## src/verilog/lpc_pkg.sv

```systemverilog
// ==========================================================
// shared constants and types for the panel control slice
// ==========================================================
package lpc_pkg;

  // ========================================================
  // register byte addresses
  // ========================================================
  localparam logic [31:0] PATTERN_ADDR = 32'h0060_0838;
  localparam logic [31:0] POWER_ADDR = 32'h0060_083C;
  localparam logic [31:0] PWM_CTRL_ADDR = 32'h0060_0840;
  localparam logic [31:0] PWM_VALUE_ADDR = 32'h0060_0844;
  localparam logic [31:0] IRQ_ENABLE_ADDR = 32'h0060_0848;
  localparam logic [31:0] IRQ_DISABLE_ADDR = 32'h0060_084C;
  localparam logic [31:0] IRQ_MASK_ADDR = 32'h0060_0850;
  localparam logic [31:0] IRQ_STATUS_ADDR = 32'h0060_0854;
  localparam logic [31:0] IRQ_CLEAR_ADDR = 32'h0060_0858;

  // ========================================================
  // reset values and writable field masks
  // ========================================================
  localparam logic [31:0] PATTERN_RESET = 32'h0F5F_FAFF;
  localparam logic [31:0] PATTERN_MASK = 32'h0FFF_FFFF;
  localparam logic [31:0] POWER_RESET = 32'h0000_000E;
  localparam logic [31:0] POWER_MASK = 32'h0000_00FF;
  localparam logic [31:0] PWM_CTRL_RESET = 32'h0000_0000;
  localparam logic [31:0] PWM_CTRL_MASK = 32'h0000_000F;
  localparam logic [31:0] PWM_VALUE_RESET = 32'h0000_0000;
  localparam logic [31:0] PWM_VALUE_MASK = 32'h0000_00FF;

  // ========================================================
  // field positions
  // ========================================================
  localparam int POWER_ON_BIT = 0;
  localparam int GUARD_LSB = 1;
  localparam int GUARD_W = 7;
  localparam int BUSY_BIT = 31;
  localparam int PS_LSB = 0;
  localparam int POL_BIT = 2;
  localparam int RUN_BIT = 3;
  localparam int CMP_W = 8;

  // event bits: line 0, last line 1, frame done 2, bit 3 unused,
  // fifo empty 4, fifo overrun 5, dma fault 6
  localparam int IRQ_W = 7;
  localparam logic [IRQ_W-1:0] IRQ_VALID = 7'h77;

  localparam logic [1:0] RESP_OKAY = 2'h0;
  localparam logic [1:0] RESP_SLVERR = 2'h2;
  localparam logic [2:0] PRESCALE_ZERO = 3'h0;
  localparam logic [2:0] PRESCALE_ONE = 3'h1;

  typedef struct packed {
    logic run;
    logic pwm_output_polarity;
    logic [1:0] ps;
  } lpc_pwm_ctrl_type;

  typedef enum logic [1:0] {
    PWR_OFF,
    PWR_UP,
    PWR_ON,
    PWR_DOWN
  } lpc_pwr_state_type;

endpackage

```

## src/verilog/lpc_regs.sv

```systemverilog
`timescale 1ns/1ps
module lpc_regs
  import lpc_pkg::*;
#(
  parameter int GUARD_WIDTH = GUARD_W
) (
  input wire logic aclk,
  input wire logic aresetn,
  input wire logic ce,
  input wire logic [31:0] s_axi_awaddr,
  input wire logic s_axi_awvalid,
  output logic s_axi_awready,
  input wire logic [31:0] s_axi_wdata,
  input wire logic [3:0] s_axi_wstrb,
  input wire logic s_axi_wvalid,
  output logic s_axi_wready,
  output logic [1:0] s_axi_bresp,
  output logic s_axi_bvalid,
  input wire logic s_axi_bready,
  input wire logic [31:0] s_axi_araddr,
  input wire logic s_axi_arvalid,
  output logic s_axi_arready,
  output logic [31:0] s_axi_rdata,
  output logic [1:0] s_axi_rresp,
  output logic s_axi_rvalid,
  input wire logic s_axi_rready,
  input wire logic frame_tick,
  input wire logic display_active,
  input wire logic [IRQ_W-1:0] irq_events,
  output logic [31:0] pattern_six_sevenths,
  output logic panel_power,
  output logic panel_signals_on,
  output logic contrast_out,
  output logic irq
);

  // ========================================================
  // bus slave state
  // ========================================================
  logic aw_hold, next_aw_hold;
  logic w_hold, next_w_hold;
  logic [31:0] aw_addr, next_aw_addr;
  logic [31:0] w_data, next_w_data;
  logic [3:0] w_strb, next_w_strb;
  logic bvalid, next_bvalid;
  logic [1:0] bresp, next_bresp;
  logic rvalid, next_rvalid;
  logic [31:0] rdata, next_rdata;
  logic [1:0] rresp, next_rresp;
  logic do_write;

  // ========================================================
  // register state
  // ========================================================
  logic [31:0] pattern, next_pattern;
  logic [31:0] power_reg, next_power_reg;
  logic [31:0] pwm_ctrl_reg, next_pwm_ctrl_reg;
  logic [31:0] pwm_value_reg, next_pwm_value_reg;
  logic [IRQ_W-1:0] irq_mask, next_irq_mask;
  logic [IRQ_W-1:0] irq_pending, next_irq_pending;
  logic irq_q, next_irq_q;
  lpc_pwm_ctrl_type pwm_ctrl;
  logic [GUARD_WIDTH-1:0] guard_frames;
  logic [IRQ_W-1:0] cmd_bits;

  // ========================================================
  // power sequence and contrast state
  // ========================================================
  lpc_pwr_state_type pwr_state, next_pwr_state;
  logic [GUARD_WIDTH-1:0] frame_count, next_frame_count;
  logic power_q, next_power_q;
  logic signals_q, next_signals_q;
  logic [2:0] prescale, next_prescale;
  logic [CMP_W-1:0] pwm_count, next_pwm_count;
  logic pwm_q, next_pwm_q;
  logic busy;
  logic pwm_step;

  // byte-lane merge, restricted to the implemented field bits
  function automatic logic [31:0] merge(input logic [31:0] old_v,
                                        input logic [31:0] new_v,
                                        input logic [3:0] strb,
                                        input logic [31:0] fmask);
    logic [31:0] m;
    m = '0;
    for (int b = 0; b < 4; b++) begin
      m[b*8 +: 8] = {8{strb[b]}};
    end
    m = m & fmask;
    return (old_v & ~m) | (new_v & m);
  endfunction

  // handshake readies stay low while frozen so nothing is lost
  assign s_axi_awready = ce & ~aw_hold & ~bvalid;
  assign s_axi_wready = ce & ~w_hold & ~bvalid;
  assign s_axi_arready = ce & ~rvalid;
  assign s_axi_bvalid = bvalid;
  assign s_axi_bresp = bresp;
  assign s_axi_rvalid = rvalid;
  assign s_axi_rdata = rdata;
  assign s_axi_rresp = rresp;
  assign do_write = aw_hold & w_hold & ~bvalid;
  assign cmd_bits = w_data[IRQ_W-1:0] & IRQ_VALID & {IRQ_W{w_strb[0]}};

  assign pwm_ctrl = lpc_pwm_ctrl_type'(pwm_ctrl_reg[3:0]);
  assign guard_frames = power_reg[GUARD_LSB +: GUARD_WIDTH];
  // busy covers both sequences and the timing generator's activity
  assign busy = display_active | (pwr_state == PWR_UP) |
                (pwr_state == PWR_DOWN);

  assign pattern_six_sevenths = pattern;
  assign panel_power = power_q;
  assign panel_signals_on = signals_q;
  assign contrast_out = pwm_q;
  assign irq = irq_q;

  // ========================================================
  // bus channels: address and data taken in either order
  // ========================================================
  always_comb begin
    next_aw_hold = aw_hold;
    next_w_hold = w_hold;
    next_aw_addr = aw_addr;
    next_w_data = w_data;
    next_w_strb = w_strb;
    next_bvalid = bvalid;
    next_bresp = bresp;
    next_rvalid = rvalid;
    next_rdata = rdata;
    next_rresp = rresp;
    if (s_axi_awvalid && s_axi_awready) begin
      next_aw_hold = 1'b1;
      next_aw_addr = s_axi_awaddr;
    end
    if (s_axi_wvalid && s_axi_wready) begin
      next_w_hold = 1'b1;
      next_w_data = s_axi_wdata;
      next_w_strb = s_axi_wstrb;
    end
    if (do_write) begin
      next_aw_hold = 1'b0;
      next_w_hold = 1'b0;
      next_bvalid = 1'b1;
      next_bresp = RESP_OKAY;
      if (aw_addr != PATTERN_ADDR && aw_addr != POWER_ADDR &&
          aw_addr != PWM_CTRL_ADDR && aw_addr != PWM_VALUE_ADDR &&
          aw_addr != IRQ_ENABLE_ADDR && aw_addr != IRQ_DISABLE_ADDR &&
          aw_addr != IRQ_MASK_ADDR && aw_addr != IRQ_STATUS_ADDR &&
          aw_addr != IRQ_CLEAR_ADDR) begin
        next_bresp = RESP_SLVERR;
      end
    end else if (bvalid && s_axi_bready) begin
      next_bvalid = 1'b0;
    end
    if (rvalid && s_axi_rready) begin
      next_rvalid = 1'b0;
    end
    // write-only command registers read back as zero
    if (s_axi_arvalid && s_axi_arready) begin
      next_rvalid = 1'b1;
      next_rresp = RESP_OKAY;
      next_rdata = '0;
      if (s_axi_araddr == PATTERN_ADDR) begin
        next_rdata = pattern;
      end else if (s_axi_araddr == POWER_ADDR) begin
        next_rdata = power_reg;
        next_rdata[BUSY_BIT] = busy;
      end else if (s_axi_araddr == PWM_CTRL_ADDR) begin
        next_rdata = pwm_ctrl_reg;
      end else if (s_axi_araddr == PWM_VALUE_ADDR) begin
        next_rdata = pwm_value_reg;
      end else if (s_axi_araddr == IRQ_MASK_ADDR) begin
        next_rdata[IRQ_W-1:0] = irq_mask;
      end else if (s_axi_araddr == IRQ_STATUS_ADDR) begin
        next_rdata[IRQ_W-1:0] = irq_pending;
      end else if (s_axi_araddr == IRQ_ENABLE_ADDR ||
                   s_axi_araddr == IRQ_DISABLE_ADDR ||
                   s_axi_araddr == IRQ_CLEAR_ADDR) begin
        next_rdata = '0;
      end else begin
        next_rresp = RESP_SLVERR;
      end
    end
  end

  always_ff @(posedge aclk) begin
    if (!aresetn) begin
      aw_hold <= 1'b0;
      w_hold <= 1'b0;
      aw_addr <= '0;
      w_data <= '0;
      w_strb <= '0;
      bvalid <= 1'b0;
      bresp <= RESP_OKAY;
      rvalid <= 1'b0;
      rdata <= '0;
      rresp <= RESP_OKAY;
    end else if (ce) begin
      aw_hold <= next_aw_hold;
      w_hold <= next_w_hold;
      aw_addr <= next_aw_addr;
      w_data <= next_w_data;
      w_strb <= next_w_strb;
      bvalid <= next_bvalid;
      bresp <= next_bresp;
      rvalid <= next_rvalid;
      rdata <= next_rdata;
      rresp <= next_rresp;
    end
  end

  // ========================================================
  // registers and interrupt bookkeeping
  // ========================================================
  always_comb begin
    next_pattern = pattern;
    next_power_reg = power_reg;
    next_pwm_ctrl_reg = pwm_ctrl_reg;
    next_pwm_value_reg = pwm_value_reg;
    next_irq_mask = irq_mask;
    next_irq_pending = irq_pending;
    if (do_write) begin
      if (aw_addr == PATTERN_ADDR) begin
        next_pattern = merge(pattern, w_data, w_strb,
                             PATTERN_MASK);
      end else if (aw_addr == POWER_ADDR) begin
        next_power_reg = merge(power_reg, w_data, w_strb,
                               POWER_MASK);
      end else if (aw_addr == PWM_CTRL_ADDR) begin
        next_pwm_ctrl_reg = merge(pwm_ctrl_reg, w_data, w_strb,
                                  PWM_CTRL_MASK);
      end else if (aw_addr == PWM_VALUE_ADDR) begin
        next_pwm_value_reg = merge(pwm_value_reg, w_data, w_strb,
                                   PWM_VALUE_MASK);
      end else if (aw_addr == IRQ_ENABLE_ADDR) begin
        next_irq_mask = irq_mask | cmd_bits;
      end else if (aw_addr == IRQ_DISABLE_ADDR) begin
        next_irq_mask = irq_mask & ~cmd_bits;
      end else if (aw_addr == IRQ_CLEAR_ADDR) begin
        next_irq_pending = irq_pending & ~cmd_bits;
      end
    end
    // a new event in the clearing cycle must survive
    next_irq_pending = next_irq_pending | (irq_events & IRQ_VALID);
    next_irq_q = |(irq_pending & irq_mask);
  end

  always_ff @(posedge aclk) begin
    if (!aresetn) begin
      pattern <= PATTERN_RESET;
      power_reg <= POWER_RESET;
      pwm_ctrl_reg <= PWM_CTRL_RESET;
      pwm_value_reg <= PWM_VALUE_RESET;
      irq_mask <= '0;
      irq_pending <= '0;
      irq_q <= 1'b0;
    end else if (ce) begin
      pattern <= next_pattern;
      power_reg <= next_power_reg;
      pwm_ctrl_reg <= next_pwm_ctrl_reg;
      pwm_value_reg <= next_pwm_value_reg;
      irq_mask <= next_irq_mask;
      irq_pending <= next_irq_pending;
      irq_q <= next_irq_q;
    end
  end

  // ========================================================
  // panel power sequencer, guard counted in frame ticks
  // ========================================================
  always_comb begin
    next_pwr_state = pwr_state;
    next_frame_count = frame_count;
    case (pwr_state)
      PWR_OFF: begin
        next_frame_count = '0;
        if (power_reg[POWER_ON_BIT]) begin
          // zero guard skips straight to powered
          next_pwr_state = (guard_frames == '0) ? PWR_ON : PWR_UP;
        end
      end
      PWR_UP: begin
        if (!power_reg[POWER_ON_BIT]) begin
          // aborted power-up still holds signals for a full guard
          next_pwr_state = PWR_DOWN;
          next_frame_count = '0;
        end else if (frame_tick) begin
          next_frame_count = frame_count + 1'b1;
          if (next_frame_count >= guard_frames) begin
            next_pwr_state = PWR_ON;
          end
        end
      end
      PWR_ON: begin
        next_frame_count = '0;
        if (!power_reg[POWER_ON_BIT]) begin
          next_pwr_state = (guard_frames == '0) ? PWR_OFF : PWR_DOWN;
        end
      end
      PWR_DOWN: begin
        if (power_reg[POWER_ON_BIT]) begin
          next_pwr_state = PWR_UP;
          next_frame_count = '0;
        end else if (frame_tick) begin
          next_frame_count = frame_count + 1'b1;
          if (next_frame_count >= guard_frames) begin
            next_pwr_state = PWR_OFF;
          end
        end
      end
      default: begin
        next_pwr_state = PWR_OFF;
      end
    endcase
    next_power_q = (next_pwr_state == PWR_ON);
    next_signals_q = (next_pwr_state != PWR_OFF);
  end

  always_ff @(posedge aclk) begin
    if (!aresetn) begin
      pwr_state <= PWR_OFF;
      frame_count <= '0;
      power_q <= 1'b0;
      signals_q <= 1'b0;
    end else if (ce) begin
      pwr_state <= next_pwr_state;
      frame_count <= next_frame_count;
      power_q <= next_power_q;
      signals_q <= next_signals_q;
    end
  end

  // ========================================================
  // contrast pwm: prescaler, 8-bit wrapping counter, compare
  // ========================================================
  assign pwm_step = (prescale ==
                     3'((4'h1 << pwm_ctrl.ps) - 4'h1));

  always_comb begin
    next_prescale = prescale;
    next_pwm_count = pwm_count;
    if (pwm_ctrl.run) begin
      next_prescale = pwm_step ? PRESCALE_ZERO
                               : prescale + PRESCALE_ONE;
      if (pwm_step) begin
        next_pwm_count = pwm_count + 1'b1;
      end
    end
    // stopped generator parks at its inactive level
    if (pwm_ctrl.run) begin
      next_pwm_q = (pwm_count < pwm_value_reg[CMP_W-1:0]) ~^
                   pwm_ctrl.pwm_output_polarity;
    end else begin
      next_pwm_q = ~pwm_ctrl.pwm_output_polarity;
    end
  end

  always_ff @(posedge aclk) begin
    if (!aresetn) begin
      prescale <= PRESCALE_ZERO;
      pwm_count <= '0;
      pwm_q <= 1'b1;
    end else if (ce) begin
      prescale <= next_prescale;
      pwm_count <= next_pwm_count;
      pwm_q <= next_pwm_q;
    end
  end

endmodule

```

## config.mk

```make
export PLATFORM = sky130hd
export DESIGN_NAME = lpc_regs
export DESIGN_NICKNAME = d
export VERILOG_FILES = /design/src/verilog/lpc_pkg.sv /design/src/verilog/lpc_regs.sv
export SDC_FILE = /design/constraint.sdc
export NUM_CORES = 1
export LEC_CHECK = 0
export BUFFER_PORTS_ARGS = -buffer_cell sky130_fd_sc_hd__buf_4
export CAP_MARGIN = 15
export CORE_MARGIN = 10
export CORE_UTILIZATION = 58
export DETAILED_ROUTE_END_ITERATION = 7
export GPL_ROUTABILITY_DRIVEN = 0
export GPL_TIMING_DRIVEN = 1
export HOLD_SLACK_MARGIN = 0.05
export PLACE_DENSITY_LB_ADDON = 0.25
export SLEW_MARGIN = 10
export SYNTH_ARGS = -nofsm -noshare
export SYNTH_HDL_FRONTEND = slang
export SYNTH_SLANG_ARGS = --single-unit
```

## constraint.sdc

```tcl
create_clock -name aclk -period 5.1 [get_ports aclk]
set_input_delay 0.51 -clock aclk [delete_from_list [all_inputs] [get_ports aclk]]
set_output_delay 0.51 -clock aclk [all_outputs]
set_load 0.01 [all_outputs]
```

==> metrics.yaml <==
dieWidth_um: 137
p_int_mw: 2.41
drt-initial-drc-count: 567
diodes: 0
grt_pass1_wl_mm: 34.6
vias: 7164
ys_seq_area_share_pct: 46.5
dp_hpwl_mm: 15.1
layout-drive-gt1-share_pct: 20.8
io_buffer_count: 179
worst_slack_ps: 2260
timing.setup.tns_ps: 0
cts.sinks: 183
clock_power_share_pct: 45.0
p_switching_mw: 0.698
worstMarginPinSlew_ps: 1110
pwr-share-comb_pct: 7.0
ir_drop_mv: 0.266
status: "completed"
fin_nets: 1210
fillerInstances: 1045
finalWirelength_mm: 21.7
drt-pass1-iter-count: 5
syn_area_mm2: 0.00789
syn_area_per_cell_um2: 8.49
period_minus_slack_ps: 2840
grt_max_degree: 94
hold_buffers: 0
rows: 42
postSynthCellCount: 929
drc: 0
post-route-period-util_pct: 55.6
antenna_found_initial: 0
cap_violations: 0
postCtsResizedCells: 0
grt_usage_pct: 22.9
via_per_inst: 5.67
cts_made_buffers: 17
layout_common_cells: "205 x nand2_1, 184 x buf_4, 183 x dfxtp_1"
flow.area_growth_from_synthesis_pct: 25.1
cts_root_buffer: "clkbuf_16"
final_cells: 1264
hold_viol_final: 0
worstPathArrival_ps: 3110
synth_cell_types: 59
slew_headroom_pct: 25.7
finalSetupViolations: 0
startpoint_type: "flop"
placed_cell_area_mm2: 0.00923
required_ps: 5380
yosys_warnings: 0
dp.cells: 1233
htreeDepth: 4
hold_ws_ps: 317
sw_frac_of_total_pct: 22.5
regArea_mm2: 0.00366
met3_usage_pct: 8.36
coreArea_mm2: 0.0133
die_y_um: 137
power_leakage_nw: 4.10
use_met1_pct: 27.2
die_area_mm2: 0.0187
critPathMaxFanout: 13
final_common_cell: "nand2_1"
clock.fmax_mhz: 353
hp-class: "in -> reg"
finalClockSkew_ps: 9.51
grtUsageMet2_pct: 37.4
cellPowerDensity_mw_per_mm2: 315
start_util_pct: 59.3
synth_ff_type: "dfxtp_1"
tritoncts: "built"
postLayoutCoreUtil_pct: 74.2
busiest_layer: "met2"
power.total_mw: 3.11
grt-ovfl-total: 0
setup.worst_path.class: "reg -> reg"
cts_setup_buffers: 0
drtAntennaViolNets: 0
grt_pass1_vias: 6924
pin_count: 194
p_seq_share_pct: 48.0
synth_edf_count: 0
slew_violations: 0
pre_cts_ws_ps: 1920
endpoint_kind: "flop"
clkLatencyLatePin_ps: 440
multi_input_area_mm2: 0.00390
drt-wirelength-per-cell_um: 17.2
design_area_mm2: 0.00986
synth_seq_cells: 183
rsz0062_at_grt: "false"
clockBufferDepth: 2
ys_async_sr_fraction_pct: 0
clkSlewWorstSetupHoldPaths_ps: 60
area by class of cell:
type / count / share of cell area (%)
multi-input combinational: 672 / 39.5
sequential: 183 / 37.1
timing repair buffer: 184 / 14.0
clock buffer: 21 / 4.67
tap: 176 / 2.23
clock inverter: 10 / 1.73
inverter: 18 / 0.710
cell usage after synthesis, drive strengths merged (2+ instances only):
library cell  number  share of area (%)
mux4               3               0.95
and2               6               0.48
and4b              2               0.25
and4               2               0.22
nor4b              4               0.44
or4                4               0.44
nor2b              3               0.24
o211ai             4               0.44
nor4              11               0.95
nor3              11               0.76
inv               18               0.86
buf               16                1.3
a31oi              8               0.63
nor3b              2               0.19
o41ai              6               0.67
nand3             18                1.3
xnor2             10                1.1
xor2               8               0.89
a21o               5               0.48
a32oi              3               0.33
ha                17                2.7
a22oi             26                2.5
clkbuf            48                2.4
a211oi             4               0.38
nand2            205                9.8
a311oi             6               0.67
nand2b             7               0.56
mux2i             53                6.7
or3                5               0.40
o21ai             21                1.3
a21oi             93                5.9
o311ai             6               0.67
nor2              83                4.0
dfxtp            183                 46
and3               8               0.65
nand4              8               0.63
metal layers:
| metal | wire (um) | up-vias |
|---|---|---|
| li1 | - | 3513 |
| met1 | 8970 | 3340 |
| met2 | 10200 | 277 |
| met3 | 2200 | 34 |
| met4 | 352 | 0 |
| met5 | 0 | - |
cell families after synthesis:
logic type | after synthesis | synth area share [%]
AO/OA/AOI/OAI | 190 | 14.9
AND/OR/NAND/NOR | 381 | 21.5
adder cells (fa/ha/maj) | 17 | 2.70
buffers and inverters | 82 | 4.55
multiplexers | 57 | 7.82
other | 1 | 0.0476
XOR/XNOR | 18 | 2.00
flip-flops | 183 | 46.5
worst paths after layout:
kind,startpoint,end,slack (ps),depth (start not counted)
max,aw_addr[27]$_SDFFE_PN0P_,irq_pending[4]$_SDFFE_PN0P_,2260,6
min,s_axi_awaddr[20],aw_addr[20]$_SDFFE_PN0P_,320,3
min reg2reg,w_data[25]$_SDFFE_PN0P_,w_data[25]$_SDFFE_PN0P_,460,2
max reg2reg,aw_addr[27]$_SDFFE_PN0P_,irq_pending[4]$_SDFFE_PN0P_,2260,6
power by group through the flow:
stage	Sequential (mW)	Combinational (mW)	Clock (mW)
after detailed placement	1.52	0.214	0
after global placement	1.52	0.210	0
after global routing	1.50	0.240	1.47
after floorplan	1.51	0.123	0
final	1.49	0.217	1.40
after CTS	1.49	0.217	1.41
critical path, cell delays in order, from the launching register on:
cell	delay, ps
dfxtp_1	320
nor4b_1	500
nand4_1	190
nor3_1	390
nand2_1	360
nor3_1	710
a311oi_1	200
No activity file was read; power rests on OpenSTA's default activity.
